==> src/rtl/dlct_defs.svh <==
// Constants for the dual legacy counter/timer block.
// Assumes inclusion by bare name; no other dependencies.
`ifndef DLCT_DEFS_SVH
`define DLCT_DEFS_SVH

`define DLCT_CTRL_ADDR 8'h88
`define DLCT_CTRL_RESET 8'h00
`define DLCT_BIT_TF1 3'h7
`define DLCT_BIT_TR1 3'h6
`define DLCT_BIT_TF0 3'h5
`define DLCT_BIT_TR0 3'h4
`define DLCT_BIT_IE1 3'h3
`define DLCT_BIT_IT1 3'h2
`define DLCT_BIT_IE0 3'h1
`define DLCT_BIT_IT0 3'h0
`define DLCT_MODE_13 2'h0
`define DLCT_MODE_16 2'h1
`define DLCT_MODE_RELOAD 2'h2
`define DLCT_MODE_SPLIT 2'h3
`define DLCT_PRE_DIV12 2'h0
`define DLCT_PRE_DIV4 2'h1
`define DLCT_PRE_DIV48 2'h2
`define DLCT_PRE_EXT8 2'h3
`define DLCT_DIV12_LAST 6'h0b
`define DLCT_DIV4_LAST 6'h03
`define DLCT_DIV48_LAST 6'h2f
`define DLCT_EXT8_LAST 6'h07
`define DLCT_LOW5_MASK 8'h1f
`define DLCT_ZERO8 8'h00
`define DLCT_ONE8 8'h01
`define DLCT_ONES8 8'hff

`endif

==> src/rtl/dlct_pkg.sv <==
// Types shared by the counter/timer design.
// Assumes the constants header is on the include path.
package dlct_pkg;
	// Per-timer configuration gathered from mode and clock registers
	typedef struct packed {
		logic gateEnable;
		logic edgeCountSelect;
		logic [1:0] modeField;
		logic sysclkSelect;
	} dlct_cfg_t;

	// Count register pair of one timer
	typedef struct packed {
		logic [7:0] high;
		logic [7:0] low;
	} dlct_count_t;

	typedef enum logic [1:0] {
		DLCT_ACC_NONE,
		DLCT_ACC_BYTE,
		DLCT_ACC_BIT
	} dlct_acc_t;
endpackage

==> src/rtl/dlct_timers.sv <==
// Top of the dual counter/timer: control register, prescaler, pin sampling, two counters.
// Assumes a byte-wide SFR port from the CPU core with bit-access strobes and vector acks.
//
// Summary of operation
// - 13-bit mode uses high byte plus low five bits; low bits 7..5 ignored.
// - 13-bit wrap from all ones sets overflow flag and requests interrupt.
// - Edge-count select set counts falling edges on the timer pin; under split, timer 1 ignores it and counts clocks.
// - Otherwise count system clock or shared prescaler, chosen by clock select.
// - Count only when run set and gate off or external input active; under split, timer 1 ignores both run and gate.
// - Setting run never clears or preloads counts.
// - Timer 1 matches timer 0 modes 0-2, stops in mode 3, gated by second external input.
// - 16-bit mode uses all sixteen bits, overflow on wrap from all ones.
// - Auto-reload counts low byte, reloads it from high byte on wrap.
// - Split mode low byte is timer 0's own independent 8-bit counter.
// - Split mode high byte counts clocks only, run by timer 1 run, sets flag 1.
// - Under split, timer 1 runs in modes 0-2, stops in 3, never flags.
// - Overflow flags set by hardware, software clearable, cleared on vectoring.
// - Control bits 7..0: TF1,TR1,TF0,TR0,IE1,IT1,IE0,IT0 layout; reset zero.
// - Type bit 0 selects level, 1 selects edge detection, sense by polarity.
// - External flags set by hardware, clearable, auto-cleared on vector if edge.
// - Control register at fixed address, supports bit and byte access.
// - Mode field codes 13-bit, 16-bit, auto-reload, split or inactive.
// - Prescaler divides by 12, 4, 48, or external clock by 8 synchronized.
`timescale 1ns/1ps
`include "dlct_defs.svh"
module dlct_timers
	import dlct_pkg::*;
(
	input wire logic clk,
	input wire logic arst_n,
	input wire logic [7:0] sfrAddr,
	input wire logic [7:0] sfrWdata,
	input wire logic sfrWrite,
	input wire logic sfrBitWrite,
	input wire logic [2:0] sfrBitSel,
	output logic [7:0] ctrlRdata,
	input wire logic loadLow0,
	input wire logic loadHigh0,
	input wire logic loadLow1,
	input wire logic loadHigh1,
	input wire logic [7:0] loadData,
	output dlct_count_t count0,
	output dlct_count_t count1,
	input wire dlct_cfg_t cfg0,
	input wire dlct_cfg_t cfg1,
	input wire logic [1:0] shared_prescale_code,
	input wire logic ext_irq0_polarity,
	input wire logic ext_irq1_polarity,
	input wire logic ext_irq0_input,
	input wire logic ext_irq1_input,
	input wire logic counter0_edge_pin,
	input wire logic counter1_edge_pin,
	input wire logic extClockPin,
	input wire logic irqEnable0,
	input wire logic irqEnable1,
	input wire logic vectorAck0,
	input wire logic vectorAck1,
	input wire logic vectorAckExt0,
	input wire logic vectorAckExt1,
	output logic irqReq0,
	output logic irqReq1,
	output logic extIrqReq0,
	output logic extIrqReq1,
	output logic counter1_overflow_pulse
);
	logic [7:0] timer_run_and_flag_control;
	logic [7:0] next_ctrl;
	logic [4:0] syncA;
	logic [4:0] syncB;
	logic [4:0] syncPrev;
	logic [5:0] preCount;
	logic [2:0] extDivCount;
	logic preTick;
	logic extTick;
	logic lowWrap0;
	logic fullWrap0;
	logic highWrap0;
	logic lowWrap1;
	logic fullWrap1;

	// Two-stage synchronisers: irq0, irq1, pin0, pin1, external clock
	always_ff @(posedge clk or negedge arst_n) begin
		if (!arst_n) begin
			syncA <= '0;
			syncB <= '0;
			syncPrev <= '0;
		end else begin
			syncA <= {extClockPin, counter1_edge_pin, counter0_edge_pin, ext_irq1_input, ext_irq0_input};
			syncB <= syncA;
			syncPrev <= syncB;
		end
	end

	// Polarity-adjusted external interrupt levels and falling edges on count pins
	wire logic irqActive0 = (syncB[0] == ext_irq0_polarity);
	wire logic irqActive1 = (syncB[1] == ext_irq1_polarity);
	wire logic irqRise0 = irqActive0 & ~(syncPrev[0] == ext_irq0_polarity);
	wire logic irqRise1 = irqActive1 & ~(syncPrev[1] == ext_irq1_polarity);
	wire logic pinFall0 = syncPrev[2] & ~syncB[2];
	wire logic pinFall1 = syncPrev[3] & ~syncB[3];
	wire logic extClkRise = syncB[4] & ~syncPrev[4];

	// Shared prescaler terminal counts
	wire logic [5:0] preLast = (shared_prescale_code == `DLCT_PRE_DIV12) ? `DLCT_DIV12_LAST :
		(shared_prescale_code == `DLCT_PRE_DIV4) ? `DLCT_DIV4_LAST : `DLCT_DIV48_LAST;
	wire logic useExt = (shared_prescale_code == `DLCT_PRE_EXT8);
	wire logic preOut = useExt ? extTick : preTick;

	// Prescaler counters; the external path divides synchronised rising edges
	always_ff @(posedge clk or negedge arst_n) begin
		if (!arst_n) begin
			preCount <= '0;
			preTick <= 1'b0;
			extDivCount <= '0;
			extTick <= 1'b0;
		end else begin
			preTick <= (preCount >= preLast);
			preCount <= (preCount >= preLast) ? 6'h00 : preCount + 6'h01;
			extTick <= extClkRise && (extDivCount == 3'(`DLCT_EXT8_LAST));
			if (extClkRise)
				extDivCount <= extDivCount + 3'h1;
		end
	end

	wire logic run0 = timer_run_and_flag_control[`DLCT_BIT_TR0];
	wire logic run1 = timer_run_and_flag_control[`DLCT_BIT_TR1];
	wire logic split = (cfg0.modeField == `DLCT_MODE_SPLIT);
	wire logic mode1Off = (cfg1.modeField == `DLCT_MODE_SPLIT);
	// Gated enables
	wire logic enable0 = run0 & (~cfg0.gateEnable | irqActive0);
	wire logic enable1Norm = run1 & (~cfg1.gateEnable | irqActive1);
	wire logic enable1 = split ? ~mode1Off : (enable1Norm & ~mode1Off);
	// Clock source selection
	wire logic clkSrc0 = cfg0.sysclkSelect ? 1'b1 : preOut;
	wire logic clkSrc1 = cfg1.sysclkSelect ? 1'b1 : preOut;
	wire logic src0 = cfg0.edgeCountSelect ? pinFall0 : clkSrc0;
	wire logic src1 = (cfg1.edgeCountSelect && !split) ? pinFall1 : clkSrc1;
	wire logic tick0 = enable0 & src0;
	wire logic tick1 = enable1 & src1;
	wire logic highTick0 = split & run1 & clkSrc0;

	dlct_counter u_counter0 (
		.clk(clk),
		.arst_n(arst_n),
		.modeField(cfg0.modeField),
		.lowTick(tick0),
		.highTick(highTick0),
		.loadLow(loadLow0),
		.loadHigh(loadHigh0),
		.loadData(loadData),
		.count(count0),
		.lowWrap(lowWrap0),
		.fullWrap(fullWrap0),
		.highWrap(highWrap0)
	);

	dlct_counter u_counter1 (
		.clk(clk),
		.arst_n(arst_n),
		.modeField(cfg1.modeField),
		.lowTick(tick1),
		.highTick(1'b0),
		.loadLow(loadLow1),
		.loadHigh(loadHigh1),
		.loadData(loadData),
		.count(count1),
		.lowWrap(lowWrap1),
		.fullWrap(fullWrap1),
		.highWrap()
	);

	// Overflow events; in split mode timer 1 still pulses for other peripherals
	wire logic ovf0 = lowWrap0 | fullWrap0;
	wire logic ovf1Raw = lowWrap1 | fullWrap1;
	wire logic setTf1 = split ? highWrap0 : ovf1Raw;
	wire logic edgeMode0 = timer_run_and_flag_control[`DLCT_BIT_IT0];
	wire logic edgeMode1 = timer_run_and_flag_control[`DLCT_BIT_IT1];
	wire logic setIe0 = edgeMode0 ? irqRise0 : irqActive0;
	wire logic setIe1 = edgeMode1 ? irqRise1 : irqActive1;
	wire logic ctrlHit = (sfrAddr == `DLCT_CTRL_ADDR);
	wire logic byteWr = sfrWrite & ctrlHit;
	wire logic bitWr = sfrBitWrite & ctrlHit & ~sfrWrite;
	wire dlct_acc_t acc = byteWr ? DLCT_ACC_BYTE : (bitWr ? DLCT_ACC_BIT : DLCT_ACC_NONE);

	// Software write first, then vector clears, then hardware sets win over both
	always_comb begin
		next_ctrl = timer_run_and_flag_control;
		case (acc)
			DLCT_ACC_BYTE: next_ctrl = sfrWdata;
			DLCT_ACC_BIT: next_ctrl[sfrBitSel] = sfrWdata[0];
			DLCT_ACC_NONE: next_ctrl = timer_run_and_flag_control;
			default: next_ctrl = timer_run_and_flag_control;
		endcase
		if (vectorAck0)
			next_ctrl[`DLCT_BIT_TF0] = 1'b0;
		if (vectorAck1)
			next_ctrl[`DLCT_BIT_TF1] = 1'b0;
		if (vectorAckExt0 && edgeMode0)
			next_ctrl[`DLCT_BIT_IE0] = 1'b0;
		if (vectorAckExt1 && edgeMode1)
			next_ctrl[`DLCT_BIT_IE1] = 1'b0;
		if (ovf0)
			next_ctrl[`DLCT_BIT_TF0] = 1'b1;
		if (setTf1)
			next_ctrl[`DLCT_BIT_TF1] = 1'b1;
		if (setIe0)
			next_ctrl[`DLCT_BIT_IE0] = 1'b1;
		if (setIe1)
			next_ctrl[`DLCT_BIT_IE1] = 1'b1;
	end

	// Control register; reset to all zeros
	always_ff @(posedge clk or negedge arst_n) begin
		if (!arst_n) begin
			timer_run_and_flag_control <= `DLCT_CTRL_RESET;
			counter1_overflow_pulse <= 1'b0;
		end else begin
			timer_run_and_flag_control <= next_ctrl;
			counter1_overflow_pulse <= ovf1Raw;
		end
	end

	assign ctrlRdata = timer_run_and_flag_control;
	// Requests held as long as the flag stays set
	assign irqReq0 = timer_run_and_flag_control[`DLCT_BIT_TF0] & irqEnable0;
	assign irqReq1 = timer_run_and_flag_control[`DLCT_BIT_TF1] & irqEnable1;
	assign extIrqReq0 = timer_run_and_flag_control[`DLCT_BIT_IE0];
	assign extIrqReq1 = timer_run_and_flag_control[`DLCT_BIT_IE1];
endmodule // dlct_timers

==> src/rtl/dlct_counter.sv <==
// One timer's count register pair with mode logic.
// Assumes tick and enable come from logic on clk; the CPU load wins over a count.
`timescale 1ns/1ps
`include "dlct_defs.svh"
module dlct_counter
	import dlct_pkg::*;
(
	input wire logic clk,
	input wire logic arst_n,
	input wire logic [1:0] modeField,
	input wire logic lowTick,
	input wire logic highTick,
	input wire logic loadLow,
	input wire logic loadHigh,
	input wire logic [7:0] loadData,
	output dlct_count_t count,
	output logic lowWrap,
	output logic fullWrap,
	output logic highWrap
);
	logic [7:0] next_low;
	logic [7:0] next_high;
	wire logic lowAllOnes = (count.low == `DLCT_ONES8);
	wire logic low5AllOnes = ((count.low & `DLCT_LOW5_MASK) == `DLCT_LOW5_MASK);
	wire logic highAllOnes = (count.high == `DLCT_ONES8);
	wire logic is13 = (modeField == `DLCT_MODE_13);
	wire logic is16 = (modeField == `DLCT_MODE_16);
	wire logic isReload = (modeField == `DLCT_MODE_RELOAD);
	wire logic isSplit = (modeField == `DLCT_MODE_SPLIT);
	// Carry out of the low part into the high byte
	wire logic lowCarry = is13 ? low5AllOnes : lowAllOnes;
	assign fullWrap = lowTick & (is13 | is16) & lowCarry & highAllOnes;
	assign lowWrap = lowTick & (isReload | isSplit) & lowAllOnes;
	assign highWrap = highTick & isSplit & highAllOnes;

	// Next-value selection; upper three low bits keep counting freely in 13-bit mode
	always_comb begin
		next_low = count.low;
		next_high = count.high;
		if (lowTick) begin
			if (isReload && lowAllOnes)
				next_low = count.high;
			else
				next_low = count.low + `DLCT_ONE8;
			if ((is13 || is16) && lowCarry)
				next_high = count.high + `DLCT_ONE8;
		end
		if (highTick && isSplit)
			next_high = count.high + `DLCT_ONE8;
		if (loadLow)
			next_low = loadData;
		if (loadHigh)
			next_high = loadData;
	end

	// Count holds when not ticked; run does not clear it
	always_ff @(posedge clk or negedge arst_n) begin
		if (!arst_n) begin
			count <= '0;
		end else begin
			count <= {next_high, next_low};
		end
	end
endmodule // dlct_counter

==> config.mk <==
export PLATFORM = sky130hd
export DESIGN_NAME = dlct_timers
export DESIGN_NICKNAME = d
export VERILOG_FILES = /design/src/rtl/dlct_pkg.sv /design/src/rtl/dlct_timers.sv /design/src/rtl/dlct_counter.sv
export VERILOG_INCLUDE_DIRS = /design/src /design/src/rtl
export SDC_FILE = /design/constraint.sdc
export NUM_CORES = 1
export LEC_CHECK = 0
export BUFFER_PORTS_ARGS = -buffer_cell sky130_fd_sc_hd__buf_2
export CAP_MARGIN = 20
export CORE_MARGIN = 8
export CORE_UTILIZATION = 55
export CTS_BUF_LIST = sky130_fd_sc_hd__clkbuf_4
export CTS_CLUSTER_SIZE = 10
export DETAILED_ROUTE_END_ITERATION = 12
export PLACE_DENSITY = 0.83
export REMOVE_ABC_BUFFERS = 1
export SLEW_MARGIN = 0
export SYNTH_ARGS = -nofsm -noshare
export SYNTH_HDL_FRONTEND = slang
export SYNTH_SLANG_ARGS = --single-unit
==> constraint.sdc <==
create_clock -name clk -period 4.1 [get_ports clk]
set_input_delay 0.615 -clock clk [delete_from_list [all_inputs] [get_ports clk]]
set_output_delay 0.615 -clock clk [all_outputs]
set_load 0.05 [all_outputs]
==> reports/qor.txt <==
==================================================================================================
Critical hold path startpoint                                                         counter1_edge_pin
Dominant cell type by area after synthesis                                            sky130_fd_sc_hd__dfrtp_1
Power per cell area                                                                   396.9 nW/um^2
Dominant delay contributor by cell family on the critical path                        compound AO/OA/AOI/OAI gates
Final Critical Period                                                                     2.645 ns
Global routing usage summed across all routing layers                                       0.2204
Placer's final routability congestion estimate                                              0.8883
Filler cells                                                                                   588
Initial DRC count                                                                              201
Clock transition time at the flip-flop clock pins of the worst setup and hold paths        0.12 ns
Series of cell instances along the critical path                                      ha_1, and3_1, ha_1, or3b_2, o41a_1, a211oi_4, nand4b_1, a31oi_1
Reg-to-Reg End                                                                        u_counter1.count[13]$_DFFE_PN0P_
Most common cell after layout, fill and taps aside                                    sky130_fd_sc_hd__buf_2
Core box area                                                                           7098 sq um
Max FO, Critical Path                                                                           10
Detailed-route vias per instance                                                             5.989
Overall via count from detail_route                                                           3695
CTS-repair resized insts                                                                         0
Post-route clock period utilization                                                         0.6452
Post-CTS Repair Setup Buffers                                                                    0
Number of distinct library cells after synthesis                                                67
Instance count of the mapped netlist                                                           409
Average routed wire per standard cell                                                     17.96 um
Post-detailed-routing wire length                                                         11.08 mm
Proportion of synthesized chip area in sequential cells                                     0.4236
Via count of the first global-routing pass                                                    3537
Area growth from synthesis to layout                                                        19.73%
Type of the setup path with the least slack                                           flop to flop
Global-route wire length before repair                                                    17.53 mm
Clock buffer count from CTS                                                                      9
Share of layout cells above drive strength 1                                                0.2761
Rel. slew slack                                                                             0.3330
Reg2reg path depth                                                                               8
Clock net sink count                                                                            67
Critical-path top delay cell                                                          sky130_fd_sc_hd__dfrtp_1
Average cell area after synthesis                                                      9.676 sq um
Count of unresolved DRC violations after routing                                                 0
Minimum setup slack among reg-to-reg paths                                                 1.45 ns
Final setup violation count                                                                      0
Clock buffer depth                                                                               2
Starting density of the core                                                                0.5576
Placed cell count                                                                              600
Worst-case vdd ir drop                                                                   0.1866 mV
Async set-reset flop share out of synthesis                                                  1.000
Peak clock frequency supported by timing                                                 378.0 MHz
Number of synthesized flops with an enable pin                                                   0
Worst hold margin                                                                        0.2770 ns
FF+latch count, synth                                                                           67
Overflow left after global routing                                                               0
Critical Path AT                                                                           3.00 ns
Count of boundary I/O pins                                                                     105
RSZ-0062 raised after global routing                                                         false
Synthesis warning total                                                                          0
Floorplan die area                                                                     10170 sq um
Hold buffer count at cts                                                                         0
Antenna violations before repair                                                                 0
Number of search-and-repair iterations in the first detailed-routing pass                        5
Die Y                                                                                     100.8 um
Cell at the root of the clock tree                                                    sky130_fd_sc_hd__clkbuf_4
CTS tree                                                                                       yes
Maximum Capacitance Violations                                                                   0
Number of rows created at floorplan                                                             31
Final-layout setup total negative slack                                                       0 ns
Chip Width                                                                                100.8 um
Skew-Pair Late Insertion Delay                                                             0.44 ns
Endpoint of the worst setup timing path                                               u_counter1.count[13]$_DFFE_PN0P_
Slew at the pin closest to its max-slew limit                                             1.000 ns
Ant. Diodes                                                                                      0
Status                                                                                   completed
Most common cell type on the critical path                                            sky130_fd_sc_hd__ha_1
Number of nets in the layout                                                                   585
Class of the worst hold path                                                          primary input to flop
Pin count of the biggest net entering global routing                                            43
Final setup skew                                                                        0.01312 ns
DPL Wire Length                                                                           8.362 mm
Commonest cells after routing, fill and taps aside                                    sky130_fd_sc_hd__buf_2, sky130_fd_sc_hd__dfrtp_1, sky130_fd_sc_hd__nand2_1, sky130_fd_sc_hd__o21ai_0, sky130_fd_sc_hd__inv_1
Category of the worst setup path capture point                                                flop
Number of buffers and inverters on the critical path                                             0
Final cell count without fillers                                                               617
Required time of the critical path                                                         4.45 ns
Share of the synthesized area in the top cell type                                          0.4236
Source of the critical timing path                                                    u_counter1.count[0]$_DFFE_PN0P_
Synthesized area                                                                        3958 sq um
Number of endpoints with negative hold slack in the final report                                 0
Crit. path cell count                                                                            8
# H-tree levels                                                                                  3
Leakage power of the design                                                               2.169 nW
Start of the worst register-to-register path                                          u_counter1.count[0]$_DFFE_PN0P_
Startpoint type of the worst setup path                                                       flop
Max Slew Vio Count                                                                               0
Dominant register cell in the synthesized netlist                                     sky130_fd_sc_hd__dfrtp_1
Number of port buffers                                                                         104
Cell types with the largest area share after synthesis                                sky130_fd_sc_hd__dfrtp_1, sky130_fd_sc_hd__nand2_1, sky130_fd_sc_hd__ha_1, sky130_fd_sc_hd__o21ai_0, sky130_fd_sc_hd__mux2i_1
Antenna-violating nets left                                                                      0
Maximum single-stage delay on the critical path                                            0.48 ns
==================================================================================================
==> how the worst min path moves through the flow <==
stage | end | slack, ns | depth (start not counted)
2_1_floorplan | counter1_overflow_pulse$_DFF_PN0_ | 0.32 | 0
3_3_place_gp | syncB[4]$_DFF_PN0_ | 0.33 | 0
3_5_place_dp | syncB[4]$_DFF_PN0_ | 0.34 | 0
4_1_cts | syncA[3]$_DFF_PN0_ | 0.27 | 1
5_1_grt | syncA[3]$_DFF_PN0_ | 0.26 | 1
6_report | syncA[3]$_DFF_PN0_ | 0.28 | 1
==> sequential cells by signal (all words and copies together), names as in the netlist <==
name,cells
counter1_overflow_pulse,1
u_counter1.count,16
preTick,1
ctrlRdata,8
extTick,1
syncA,5
syncB,5
u_counter0.count,16
preCount,6
syncPrev,5
extDivCount,3
==> cells in the mapped netlist, drive strengths merged, types with 4 or more instances <==
cell type  number
dfrtp          67
nand2          51
o21ai          27
inv            21
nor2           20
nand3          19
and3           14
nand4          13
a21oi          12
ha             12
mux2i          10
buf             9
and2            7
and4            7
o211ai          7
xnor2           7
xor2            7
a221o           6
a31oi           6
nand2b          6
nor2b           6
nor3            6
a211o           5
mux2            5
o31ai           5
a211oi          4
clkbuf          4
o22ai           4
==> cell type report <==
| class | count | area (sq um) | area share |
|---|---|---|---|
| clock buffers | 9 | 67.56 | 0.01426 |
| clock inverters | 7 | 116.4 | 0.02456 |
| inverters | 22 | 82.58 | 0.01743 |
| multi-input cells | 307 | 2136 | 0.4508 |
| flip-flops and latches | 67 | 1677 | 0.3538 |
| well taps | 99 | 123.9 | 0.02614 |
| repair buffers | 106 | 535.5 | 0.1130 |
==> where the power goes <==
group	internal [mW]	switching, mW	leakage [nW]
clock	0.307	0.251	0.0975
combinational	0.173	0.313	1.26
sequential	0.745	0.0910	0.809
==> worst reg2reg max path: stages (launching register included) <==
cell	delay [ns]
sky130_fd_sc_hd__dfrtp_1	0.48
sky130_fd_sc_hd__ha_1	0.28
sky130_fd_sc_hd__and3_1	0.18
sky130_fd_sc_hd__ha_1	0.15
sky130_fd_sc_hd__or3b_2	0.44
sky130_fd_sc_hd__o41a_1	0.22
sky130_fd_sc_hd__a211oi_4	0.44
sky130_fd_sc_hd__nand4b_1	0.17
sky130_fd_sc_hd__a31oi_1	0.20
==> cells by family (layout without fill, tap and decap cells) <==
kind of cell               Yosys count  after routing  synth area share
AOI/OAI and AO/OA                  100            100            0.1992
xor gates and xnor gates            14             14           0.03098
adders and majority gates           12             12           0.03794
buffers and inverters               35            144           0.03825
DFF                                 67             67            0.4236
muxes                               15             15           0.03952
and+or+nand+nor                    166            166            0.2305
==> per-stage QoR <==
| stage | setup slack (ns) | power (mW) | util | cell area (sq um) |
|---|---|---|---|---|
| after floorplan | 1.136 | 1.163 | - | 3889 |
| after detailed placement | 1.346 | 1.333 | 0.6406 | 4547 |
| after global placement | 1.465 | 1.307 | 0.6406 | 4547 |
| after CTS | 1.495 | 1.886 | 0.6665 | 4731 |
| final | 1.455 | 1.881 | 0.6675 | 4738 |
| after global routing | 1.286 | 1.978 | 0.6675 | 4738 |
==> metal layers <==
layer | share of wire | wire length (um) | track usage | vias to the layer above
met4 | 0.030 | 335 | 0.1163 | 0
met5 | 0 | 0 | 0 | -
met3 | 0.074 | 816 | 0.04834 | 35
met1 | 0.41 | 4517 | 0.2706 | 1751
met2 | 0.49 | 5410 | 0.3535 | 177
li1 | - | - | - | 1732
Power figures use the tool's default switching activity.
